**config.mk**
```make
export PLATFORM = sky130hd
export DESIGN_NAME = pwm_pair_unit
export DESIGN_NICKNAME = d
export VERILOG_FILES = /design/src/pwm_pair_pkg.sv /design/src/pwm_pair_unit.sv
export SDC_FILE = /design/constraint.sdc
export NUM_CORES = 1
export LEC_CHECK = 0
export ABC_AREA = 1
export BUFFER_PORTS_ARGS = -buffer_cell sky130_fd_sc_hd__buf_2
export CAP_MARGIN = 20
export CELL_PAD_IN_SITES_DETAIL_PLACEMENT = 2
export CELL_PAD_IN_SITES_GLOBAL_PLACEMENT = 2
export CORE_MARGIN = 2
export CORE_UTILIZATION = 30
export CTS_CLUSTER_DIAMETER = 80
export DETAILED_ROUTE_END_ITERATION = 12
export GPL_TIMING_DRIVEN = 0
export PLACE_DENSITY_LB_ADDON = 0.1
export SETUP_SLACK_MARGIN = 0.5
export SLEW_MARGIN = 15
export SYNTH_ARGS = -nofsm -noshare
export SYNTH_HDL_FRONTEND = slang
export SYNTH_HIERARCHICAL = 1
export SYNTH_SLANG_ARGS = --single-unit
```
**constraint.sdc**
```tcl
create_clock -name MCLK -period 3.3 [get_ports MCLK]
set_input_delay 0.495 -clock MCLK [delete_from_list [all_inputs] [get_ports MCLK]]
set_output_delay 0.495 -clock MCLK [all_outputs]
set_load 0.03 [all_outputs]
```
**src/pwm_pair_pkg.sv**
```systemverilog
// Operation
// RULE1 - reset-synchronized mode: three pairs, common edge
// RULE2 - sync mode: pins become PWM, counter up-only
// RULE3 - each phase output drives its complement pin
// RULE4 - sync mode: main starts zero, partner detached
// RULE5 - main equals period: clear, count from zero
// RULE6 - three edge registers set pair transitions
// RULE7 - sync mode: toggle on match and clear
// RULE8 - complementary mode: non-overlapping pairs, up/down counters
// RULE9 - software presets partner zero, main margin
// RULE10 - software sets period as limit minus one
// RULE11 - down at period match, up at underflow
// RULE12 - match order main, partner, partner, main
// RULE13 - edge above period never matches
// RULE14 - counters overshoot and undershoot at turns
// RULE15 - match flag set only while counting up
// RULE16 - overflow flag only on partner underflow; normal and sync modes also set it at partner count FFFF
// RULE17 - comp buffering: copy at period-up, underflow
// RULE18 - software avoids low edges before first match
// RULE19 - software changes edges through buffer registers
// RULE20 - sync buffering: copy at period match
// RULE21 - level select bits invert pair outputs
// RULE22 - capture input clears output enables
// RULE23 - mode bits select normal, sync, complementary
// RULE24 - pair halves switch on different counters
`timescale 1ns/1ps

package pwm_pair_pkg;
   localparam int NPAIR = 3;
   typedef enum logic [1:0] {
      MODE_NORMAL = 2'b00,
      MODE_SYNC = 2'b01,
      MODE_COMP = 2'b10
   } mode_e;
   // register indices on the plain register port
   localparam logic [3:0] OFS_CTRL = 4'h0;
   localparam logic [3:0] OFS_OE = 4'h1;
   localparam logic [3:0] OFS_STAT = 4'h2;
   localparam logic [3:0] OFS_MAIN = 4'h3;
   localparam logic [3:0] OFS_PART = 4'h4;
   localparam logic [3:0] OFS_PERIOD = 4'h5;
   localparam logic [3:0] OFS_EDGE0 = 4'h6;
   localparam logic [3:0] OFS_BUF0 = 4'h9;
   // control and status register fields
   localparam int CB_MODE = 0;
   localparam int CB_RUN = 2;
   localparam int CB_BUFEN = 3;
   localparam int CB_EXT_TRIGGER_DISABLE_N_N = 4;
   localparam int CB_LEVEL_SEL_CH3 = 5;
   localparam int CB_LEVEL_SEL_CH4 = 6;
   localparam int SB_MATCH = 0;
   localparam int SB_OVF = 1;
   localparam logic [15:0] CTRL_RST = 16'h0070;
   localparam logic [5:0] OE_RST = 6'h00;
   localparam logic [15:0] ZERO16 = 16'h0000;
   localparam logic [15:0] ONE16 = 16'h0001;
   localparam logic [15:0] ALL16 = 16'hFFFF;
endpackage

// one output pair: edge state for both combined modes
module pwm_phase_cell
   import pwm_pair_pkg::*;
(
   input wire logic clk,
   input wire logic srst,
   input wire mode_e mode,
   input wire logic hit_main,
   input wire logic hit_partner,
   input wire logic up,
   input wire logic toggle_all,
   output logic pos,
   output logic neg
);
   typedef struct packed {
      logic s;
      logic p;
      logic n;
   } cell_s;
   cell_s q;
   cell_s next_q;

   // sync mode toggles one bit; comp mode keeps two halves apart
   always_comb begin
      next_q = q;
      unique case (mode)
         MODE_SYNC: begin
            if (hit_main ^ toggle_all) begin
               next_q.s = ~q.s; // [RULE7]
            end
         end
         MODE_COMP: begin
            // negative half follows main, positive half follows partner
            if (hit_main) begin
               next_q.n = ~up; // [RULE24] [RULE12]
            end
            if (hit_partner) begin
               next_q.p = up; // [RULE24]
            end
         end
         default: begin
            next_q = '{s: 1'b0, p: 1'b0, n: 1'b1};
         end
      endcase
   end

   always_ff @(posedge clk) begin
      if (srst) begin
         q <= '{s: 1'b0, p: 1'b0, n: 1'b1};
      end else begin
         q <= next_q;
      end
   end

   // complement pin is the inverse in sync mode
   assign pos = (mode == MODE_SYNC) ? q.s : q.p; // [RULE3]
   assign neg = (mode == MODE_SYNC) ? ~q.s : q.n; // [RULE3]
endmodule

```
**src/pwm_pair_unit.sv**
```systemverilog
`timescale 1ns/1ps

module pwm_pair_unit
   import pwm_pair_pkg::*;
(
   input wire logic MCLK,
   input wire logic SRST,
   input wire logic [3:0] ADDR,
   input wire logic [15:0] WDATA,
   input wire logic WR,
   input wire logic RD,
   output logic [15:0] RDATA,
   input wire logic CAPTURE_IN,
   output logic PHASE1_OUT,
   output logic PHASE1_OUT_N,
   output logic PHASE2_OUT,
   output logic PHASE2_OUT_N,
   output logic PHASE3_OUT,
   output logic PHASE3_OUT_N
);
   typedef struct packed {
      logic [15:0] ctrl;
      logic [5:0] oe;
      logic match_a_flag;
      logic overflow_flag;
      logic [15:0] main_counter;
      logic [15:0] partner_counter;
      logic [15:0] period_limit_reg;
      logic [NPAIR-1:0][15:0] phase_edge_reg;
      logic [NPAIR-1:0][15:0] phase_buf_reg;
      logic up;
      logic [1:0] cap_sync;
      logic cap_prev;
      logic [15:0] rdata;
      logic [5:0] pins;
   } state_s;

   state_s q;
   state_s next_q;

   mode_e mode;
   logic run;
   logic sync_m;
   logic comp_m;
   logic per_hit;
   logic underflow;
   logic buf_copy;
   logic cap_rise;
   logic [NPAIR-1:0] hit_main;
   logic [NPAIR-1:0] hit_partner;
   logic [NPAIR-1:0] pos_raw;
   logic [NPAIR-1:0] neg_raw;

   // register select, shared by the write and read paths
   function automatic logic reg_sel(input logic [3:0] a,
                                    input logic [3:0] idx);
      reg_sel = (a == idx);
   endfunction

   ////////////////////////////////////////////////////////////////////////
   // mode decode and event detection

   // code 2'b11 is reserved and behaves as normal mode
   always_comb begin
      unique case (q.ctrl[CB_MODE +: 2])
         MODE_SYNC: mode = MODE_SYNC;
         MODE_COMP: mode = MODE_COMP;
         default: mode = MODE_NORMAL;
      endcase
   end

   assign run = q.ctrl[CB_RUN];
   assign sync_m = (mode == MODE_SYNC); // [RULE23]
   assign comp_m = (mode == MODE_COMP); // [RULE23]

   // period match: in comp mode only on the way up, so the overshoot
   // back through the period value on the way down stays silent
   assign per_hit = run && (q.main_counter == q.period_limit_reg)
                    && (sync_m || (comp_m && q.up)); // [RULE11]
   assign underflow = run && comp_m && !q.up
                      && (q.partner_counter == ZERO16); // [RULE11]
   assign buf_copy = q.ctrl[CB_BUFEN]
                     && (per_hit || underflow); // [RULE17] [RULE20]
   // edge detect sits behind the two-stage synchroniser
   assign cap_rise = q.cap_sync[1] && !q.cap_prev;

   // compare hits per pair; in comp mode values above the period never match
   generate
      for (genvar k = 0; k < NPAIR; k++) begin : g_hit
         logic in_range;
         assign in_range = !comp_m
                           || (q.phase_edge_reg[k] <= q.period_limit_reg);
         assign hit_main[k] = run && (sync_m || comp_m) && in_range
                   && (q.main_counter == q.phase_edge_reg[k]); // [RULE6] [RULE13]
         assign hit_partner[k] = run && comp_m && in_range
                   && (q.partner_counter == q.phase_edge_reg[k]); // [RULE4] [RULE13]
      end
   endgenerate

   ////////////////////////////////////////////////////////////////////////
   // output pair cells

   generate
      for (genvar k = 0; k < NPAIR; k++) begin : g_cell
         pwm_phase_cell u_cell (
            .clk(MCLK),
            .srst(SRST),
            .mode(mode),
            .hit_main(hit_main[k]),
            .hit_partner(hit_partner[k]),
            .up(q.up),
            .toggle_all(per_hit && sync_m), // [RULE1] [RULE7]
            .pos(pos_raw[k]),
            .neg(neg_raw[k])
         );
      end
   endgenerate

   ////////////////////////////////////////////////////////////////////////
   // next state

   always_comb begin
      logic [NPAIR-1:0] ols;
      logic [5:0] lvl;
      ols = '0;
      lvl = '0;
      next_q = q;
      next_q.cap_sync = {q.cap_sync[0], CAPTURE_IN};
      next_q.cap_prev = q.cap_sync[1];

      // counters: normal and sync count up, comp counts both ways
      if (run) begin
         unique case (mode)
            MODE_SYNC: begin
               next_q.main_counter = per_hit ? ZERO16
                  : q.main_counter + ONE16; // [RULE2] [RULE5]
               next_q.partner_counter = q.partner_counter + ONE16; // [RULE4]
               next_q.up = 1'b1;
            end
            MODE_COMP: begin
               // the count step is taken at the turn as well, which
               // gives the overshoot and undershoot of one count
               if (q.up) begin
                  next_q.main_counter = q.main_counter + ONE16;
                  next_q.partner_counter = q.partner_counter + ONE16;
                  if (per_hit) begin
                     next_q.up = 1'b0; // [RULE11] [RULE14] [RULE8]
                  end
               end else begin
                  next_q.main_counter = q.main_counter - ONE16;
                  next_q.partner_counter = q.partner_counter - ONE16;
                  if (underflow) begin
                     next_q.up = 1'b1; // [RULE11] [RULE14]
                  end
               end
            end
            default: begin
               next_q.main_counter = q.main_counter + ONE16;
               next_q.partner_counter = q.partner_counter + ONE16;
            end
         endcase
      end

      // buffer transfer at the direction turns or the period clear
      if (buf_copy) begin
         next_q.phase_edge_reg = q.phase_buf_reg; // [RULE17] [RULE20]
      end

      // software writes; status bits are write-one-to-clear
      if (WR) begin
         if (reg_sel(ADDR, OFS_CTRL)) begin
            next_q.ctrl = WDATA;
            next_q.up = 1'b1;
            // entering sync mode starts the period from zero
            if (WDATA[CB_MODE +: 2] == MODE_SYNC && !sync_m) begin
               next_q.main_counter = ZERO16; // [RULE4]
            end
         end
         if (reg_sel(ADDR, OFS_OE)) begin
            next_q.oe = WDATA[5:0];
         end
         if (reg_sel(ADDR, OFS_STAT)) begin
            if (WDATA[SB_MATCH]) begin
               next_q.match_a_flag = 1'b0;
            end
            if (WDATA[SB_OVF]) begin
               next_q.overflow_flag = 1'b0;
            end
         end
         if (reg_sel(ADDR, OFS_MAIN)) begin
            next_q.main_counter = WDATA;
         end
         if (reg_sel(ADDR, OFS_PART)) begin
            next_q.partner_counter = WDATA;
         end
         if (reg_sel(ADDR, OFS_PERIOD)) begin
            next_q.period_limit_reg = WDATA;
         end
         for (int k = 0; k < NPAIR; k++) begin
            if (reg_sel(ADDR, OFS_EDGE0 + 4'(k))) begin
               next_q.phase_edge_reg[k] = WDATA;
            end
            if (reg_sel(ADDR, OFS_BUF0 + 4'(k))) begin
               next_q.phase_buf_reg[k] = WDATA;
            end
         end
      end

      // flag sets come after the clear so a same-cycle event wins
      if (per_hit) begin
         next_q.match_a_flag = 1'b1; // [RULE15]
      end
      if ((comp_m && underflow) || (!comp_m && run
          && q.partner_counter == ALL16)) begin
         next_q.overflow_flag = 1'b1; // [RULE16]
      end

      // external trip overrides any enable written this cycle
      if (cap_rise && !q.ctrl[CB_EXT_TRIGGER_DISABLE_N_N] && (sync_m || comp_m)) begin
         next_q.oe = '0; // [RULE22]
      end

      // read data stands one cycle after the strobe
      next_q.rdata = ZERO16;
      if (RD) begin
         unique case (1'b1)
            reg_sel(ADDR, OFS_CTRL): next_q.rdata = q.ctrl;
            reg_sel(ADDR, OFS_OE): next_q.rdata = {10'h000, q.oe};
            reg_sel(ADDR, OFS_STAT):
               next_q.rdata = {12'h000, 1'b0, q.up,
                               q.overflow_flag, q.match_a_flag};
            reg_sel(ADDR, OFS_MAIN): next_q.rdata = q.main_counter;
            reg_sel(ADDR, OFS_PART): next_q.rdata = q.partner_counter;
            reg_sel(ADDR, OFS_PERIOD): next_q.rdata = q.period_limit_reg;
            reg_sel(ADDR, OFS_EDGE0): next_q.rdata = q.phase_edge_reg[0];
            reg_sel(ADDR, 4'(OFS_EDGE0 + 4'h1)):
               next_q.rdata = q.phase_edge_reg[1];
            reg_sel(ADDR, 4'(OFS_EDGE0 + 4'h2)):
               next_q.rdata = q.phase_edge_reg[2];
            reg_sel(ADDR, OFS_BUF0): next_q.rdata = q.phase_buf_reg[0];
            reg_sel(ADDR, 4'(OFS_BUF0 + 4'h1)):
               next_q.rdata = q.phase_buf_reg[1];
            reg_sel(ADDR, 4'(OFS_BUF0 + 4'h2)):
               next_q.rdata = q.phase_buf_reg[2];
            default: next_q.rdata = ZERO16; // unmapped reads as zero
         endcase
      end

      // pin levels: a cleared level select bit inverts, a cleared enable or normal
      // mode parks the pin low
      ols = {q.ctrl[CB_LEVEL_SEL_CH4], q.ctrl[CB_LEVEL_SEL_CH4], q.ctrl[CB_LEVEL_SEL_CH3]};
      for (int k = 0; k < NPAIR; k++) begin
         lvl[2*k] = pos_raw[k] ~^ ols[k]; // [RULE21]
         lvl[2*k+1] = neg_raw[k] ~^ ols[k]; // [RULE21] [RULE3]
      end
      next_q.pins = (sync_m || comp_m) ? (lvl & q.oe) : 6'h00; // [RULE2]
   end

   always_ff @(posedge MCLK) begin
      if (SRST) begin
         q <= '0;
         q.ctrl <= CTRL_RST;
         q.oe <= OE_RST;
         q.up <= 1'b1;
         q.period_limit_reg <= ALL16;
      end else begin
         q <= next_q;
      end
   end

   assign RDATA = q.rdata;
   assign PHASE1_OUT = q.pins[0];
   assign PHASE1_OUT_N = q.pins[1];
   assign PHASE2_OUT = q.pins[2];
   assign PHASE2_OUT_N = q.pins[3];
   assign PHASE3_OUT = q.pins[4];
   assign PHASE3_OUT_N = q.pins[5];

   ////////////////////////////////////////////////////////////////////////
   // assertions

   AST_SYNC_CLEAR: assert property (@(posedge MCLK) disable iff (SRST) // [RULE5]
      sync_m && per_hit && !WR |=> q.main_counter == ZERO16)
      else $error("main counter not cleared at period match");

   AST_SYNC_UP: assert property (@(posedge MCLK) disable iff (SRST) // [RULE2]
      sync_m && run && !per_hit && !WR
      |=> q.main_counter == $past(q.main_counter) + ONE16)
      else $error("main counter failed to count up in sync mode");

   AST_COMP_TURN: assert property (@(posedge MCLK) disable iff (SRST) // [RULE11]
      comp_m && per_hit && !WR |=> !q.up ##1 (q.main_counter
         == $past(q.main_counter) - ONE16 || $past(WR)))
      else $error("counters did not turn down at period match");

   AST_UNDERFLOW: assert property (@(posedge MCLK) disable iff (SRST) // [RULE16]
      underflow && !WR |=> q.up && q.overflow_flag
         && q.partner_counter == ALL16)
      else $error("underflow did not turn counters or set flag");

   AST_MATCH_UP: assert property (@(posedge MCLK) disable iff (SRST) // [RULE15]
      comp_m && !q.match_a_flag ##1 q.match_a_flag |-> $past(q.up))
      else $error("match flag set while counting down");

   AST_NO_OVF_UP: assert property (@(posedge MCLK) disable iff (SRST) // [RULE16]
      comp_m && q.up && !q.overflow_flag |=> !q.overflow_flag)
      else $error("overflow flag set on upward count");

   AST_PAIR_COMP: assert property (@(posedge MCLK) disable iff (SRST) // [RULE3]
      $past(sync_m && q.oe[1:0] == 2'b11) |-> PHASE1_OUT != PHASE1_OUT_N)
      else $error("pair one outputs not complementary");

   AST_NEVER_MATCH: assert property (@(posedge MCLK) disable iff (SRST) // [RULE13]
      comp_m && q.phase_edge_reg[2] > q.period_limit_reg
      |-> !hit_main[2] && !hit_partner[2])
      else $error("edge above period produced a match");

   AST_BUF_COPY: assert property (@(posedge MCLK) disable iff (SRST) // [RULE17]
      buf_copy && !WR |=> q.phase_edge_reg == $past(q.phase_buf_reg))
      else $error("buffer not copied at transfer point");

   AST_TRIP: assert property (@(posedge MCLK) disable iff (SRST) // [RULE22]
      cap_rise && !q.ctrl[CB_EXT_TRIGGER_DISABLE_N_N] && (sync_m || comp_m)
      |=> q.oe == 6'h00 ##1 q.pins == 6'h00)
      else $error("capture trip did not disable outputs");

   AST_NORMAL_PINS: assert property (@(posedge MCLK) disable iff (SRST) // [RULE23]
      mode == MODE_NORMAL |=> q.pins == 6'h00)
      else $error("pins active in normal mode");

   COV_SYNC_PERIOD: cover property (@(posedge MCLK) disable iff (SRST)
      sync_m && per_hit);
   COV_COMP_CYCLE: cover property (@(posedge MCLK) disable iff (SRST)
      comp_m && per_hit ##[1:1000] underflow);
   COV_BUF: cover property (@(posedge MCLK) disable iff (SRST)
      comp_m && buf_copy);
   COV_TRIP: cover property (@(posedge MCLK) disable iff (SRST)
      cap_rise && !q.ctrl[CB_EXT_TRIGGER_DISABLE_N_N] && comp_m);
endmodule

```
==> out/summary.txt <==
Crit-path slowest cell: dfxtp_1
Crit path cell chain: ha_1 -> a21oi_1 -> o21a_1 -> o221ai_1 -> nand2_1 -> nand4_1 -> a21oi_1 -> nand4_1 -> a21oi_2
Dpl cell area: 14900 sq um
Max cap viols: 0
DRC: 0
Slew Limit Headroom: 24.3%
Seq cells post-synth: 203
EDFF count, synth: 0
Synth Flop Type: dfxtp_1
Vias: 16400
Clk Latency, worst-skew pair: 0.60 ns
Largest cells by area after synthesis: dfxtp_1 29%, nand2_1 11%, inv_1 7.9%
Routed Antenna Nets: 0
Site Rows: 78
Hold Vio Cnt, Final: 0
Synth-to-Final Area Change: 15.7%
Clock Skews: 0.0228 ns
Drt wl/cell: 32.0 um
Synth cell count leaders: 398 x nand2_1, 292 x inv_1, 203 x dfxtp_1
CTS Buffer Depth: 3
Core area: 45600 sq um
Max Slew Vio Count: 0
Final TNS setup: 0 ns
Number of global-route vias before repair: 16900
Total gr overflow: 0
Static Leakage: 0.00730 uW
Asr flop ratio synth: 0%
First-pass GRT wire length: 127 mm
Initial antenna violation count: 5
Setup ws final: 0.490 ns
Routability cong.: 0.995
DIE AREA: 48100 sq um
Chip height: 219 um
Max Clk Rate: 356 MHz
NumNets Final: 2281
RSZ-0062 raised after global routing: yes
Crit start category: flop
Syn_area_per_cell: 6.55 sq um
CP Capture Type: flop
Yosys warns: 6
Status: completed
Post-Place Setup Slack: -0.152 ns
Fin util: 35.3%
CP Max Fanout: 6
Hold Buf Count CTS: 0
Initial core utilization: 30.5%
Netlist cell types: 53
Critical path's largest stage delay: 0.70 ns
Io pins: 47
Mapped Cells: 2123
Max IR drop VDD: 0.369 mV
Worst-Margin Slew: 1.14 ns
Die Width: 219 um
# port buffers: 32
Worst Path Required: 3.83 ns
Clock Tree Root: clkbuf_16
CTS buffer count: 29
Arr. time, crit path: 3.34 ns
Worst hold path class: input port to flop
CTS clock-pin slew for the worst setup and hold paths: 0.06 ns
Final WL: 90.1 mm
Post-synth top area share: 29.2%
Synth area leader: dfxtp_1
PwrDens: 413 nW/um^2
Post-route cell area: 16100 sq um
Final setup viols: 0
Number of DRC markers in iteration 0: 1386
Most frequent cell after synthesis: nand2_1
Layout cells sized above 1: 11.2%
Hold slack: 0.151 ns
Net Count, Synth: 2204
CTS tree: done
Inserted Diodes: 0
Global Route Usage Sum: 37.3%
DRT Pass-1 Iters: 6
Final worst path period share: 85.1%
Vias per cell: 5.83
Setup CP Type: flop to flop
Sequential share of the synthesized area: 29.2%
HPWL after DPL: 69.8 mm
Cell Area, Synth: 13900 sq um
Clock Sinks: 203
H-tree depth: 1
Minimum clock period: 2.81 ns
Largest net degree at the start of global routing: 16
layer usage:
| metal | share of wire, % | vias up | track usage [%] |
|---|---|---|---|
| li1 | - | 7264 | - |
| met4 | 5.9 | 2 | 18.2 |
| met2 | 46 | 569 | 61.1 |
| met1 | 43 | 8411 | 47.8 |
| met5 | 0.013 | - | 0 |
| met3 | 5.8 | 196 | 5.52 |
worst max-delay path: cells and delay by family (launching register included):
family,cells,cell delay [ns]
adder cells (fa/ha/maj),1,0.35
AND/OR/NAND/NOR,3,0.52
flip-flops,1,0.70
AO/OA/AOI/OAI,5,1.16
metrics by stage:
step / instances / power, uW
CTS: 2814 / 6660
floorplan: 2123 / 3050
finish: 2819 / 6660
detailed placement: 2762 / 3450
global placement: 2755 / 3410
global route: 2819 / 6850
layout by cell type, fill, tap and decap left out, types with 4 or more instances in the layout:
cell type / netlist / routed
o21ai_0: 138 / 137
inv_1: 292 / 289
o221ai_1: 8 / 8
clkinvlp_4: 0 / 5
a211oi_1: 18 / 18
a21oi_1: 149 / 144
buf_4: 27 / 32
a21oi_2: 6 / 8
nor3_1: 23 / 23
buf_6: 4 / 6
ha_1: 56 / 54
buf_2: 28 / 60
nand4_1: 27 / 27
clkinv_1: 11 / 11
o22ai_1: 90 / 90
o21ai_1: 6 / 7
or2_2: 5 / 5
clkbuf_1: 80 / 73
dfxtp_2: 0 / 13
o211ai_1: 21 / 21
dfxtp_1: 203 / 189
xor2_1: 47 / 47
nand2_1: 398 / 398
a221oi_1: 30 / 30
a31oi_1: 9 / 9
inv_4: 5 / 6
buf_8: 0 / 5
nand3_1: 184 / 184
nand2_2: 8 / 8
inv_2: 16 / 15
nor2_4: 7 / 9
clkbuf_2: 0 / 9
nor4_1: 15 / 14
clkbuf_8: 0 / 8
o2111ai_1: 12 / 11
nor2_1: 150 / 147
clkbuf_16: 0 / 29
xnor2_1: 16 / 16
o21bai_1: 4 / 4
layout make-up:
type	instances	area [sq um]
buffer	141	707
clock buffer	39	843
clock inverter	11	121
fill	5526	29500
inverter	324	1240
multi-input combinational	1455	8020
sequential	203	4080
tap	600	751
timing repair buffer	46	335
path summary, 6_finish.rpt:
check	from	end	slack [ns]	depth (start not counted)
setup reg to reg	q[107]$_SDFF_PP0_	g_cell[2].u_cell/q[1]$_SDFFE_PP0P_	0.49	9
setup / recovery	q[107]$_SDFF_PP0_	g_cell[2].u_cell/q[1]$_SDFFE_PP0P_	0.49	9
hold / removal	CAPTURE_IN	next_q[24]$_SDFF_PP0_	0.15	3
hold reg to reg	next_q[24]$_SDFF_PP0_	next_q[22]$_SDFF_PP0_	0.42	2
registers in the layout, indices dropped and copies added (netlist names):
signal	count
PHASE3_OUT	1
PHASE3_OUT_N	1
PHASE2_OUT_N	1
PHASE1_OUT_N	1
PHASE2_OUT	1
RDATA	16
q	170
g_cell.u_cell/q	9
PHASE1_OUT	1
next_q	2
report_power, final:
group	internal, uW	switching (uW)
logic	221	619
clock network	1870	1350
registers	2500	84.9
repair_timing:
| action | CTS | global route |
|---|---|---|
| setup endpoints to repair | 23 | 26 |
| buffers inserted | 2 | 5 |
| pin swaps | 1 | 5 |
| resized for setup | 19 | 25 |
| hold endpoints to repair | 0 | 0 |
logic make-up (layout without fill, tap and decap cells):
kind of cell,Yosys count,after routing,synth area share [%]
AOI/OAI and AO/OA,509,509,22.1
xor gates and xnor gates,63,63,3.97
adders and majority gates,56,56,5.04
buffers and inverters,465,561,13.8
DFF,203,203,29.2
and+or+nand+nor,827,827,25.9
No activity file was read; power rests on OpenSTA's default activity.
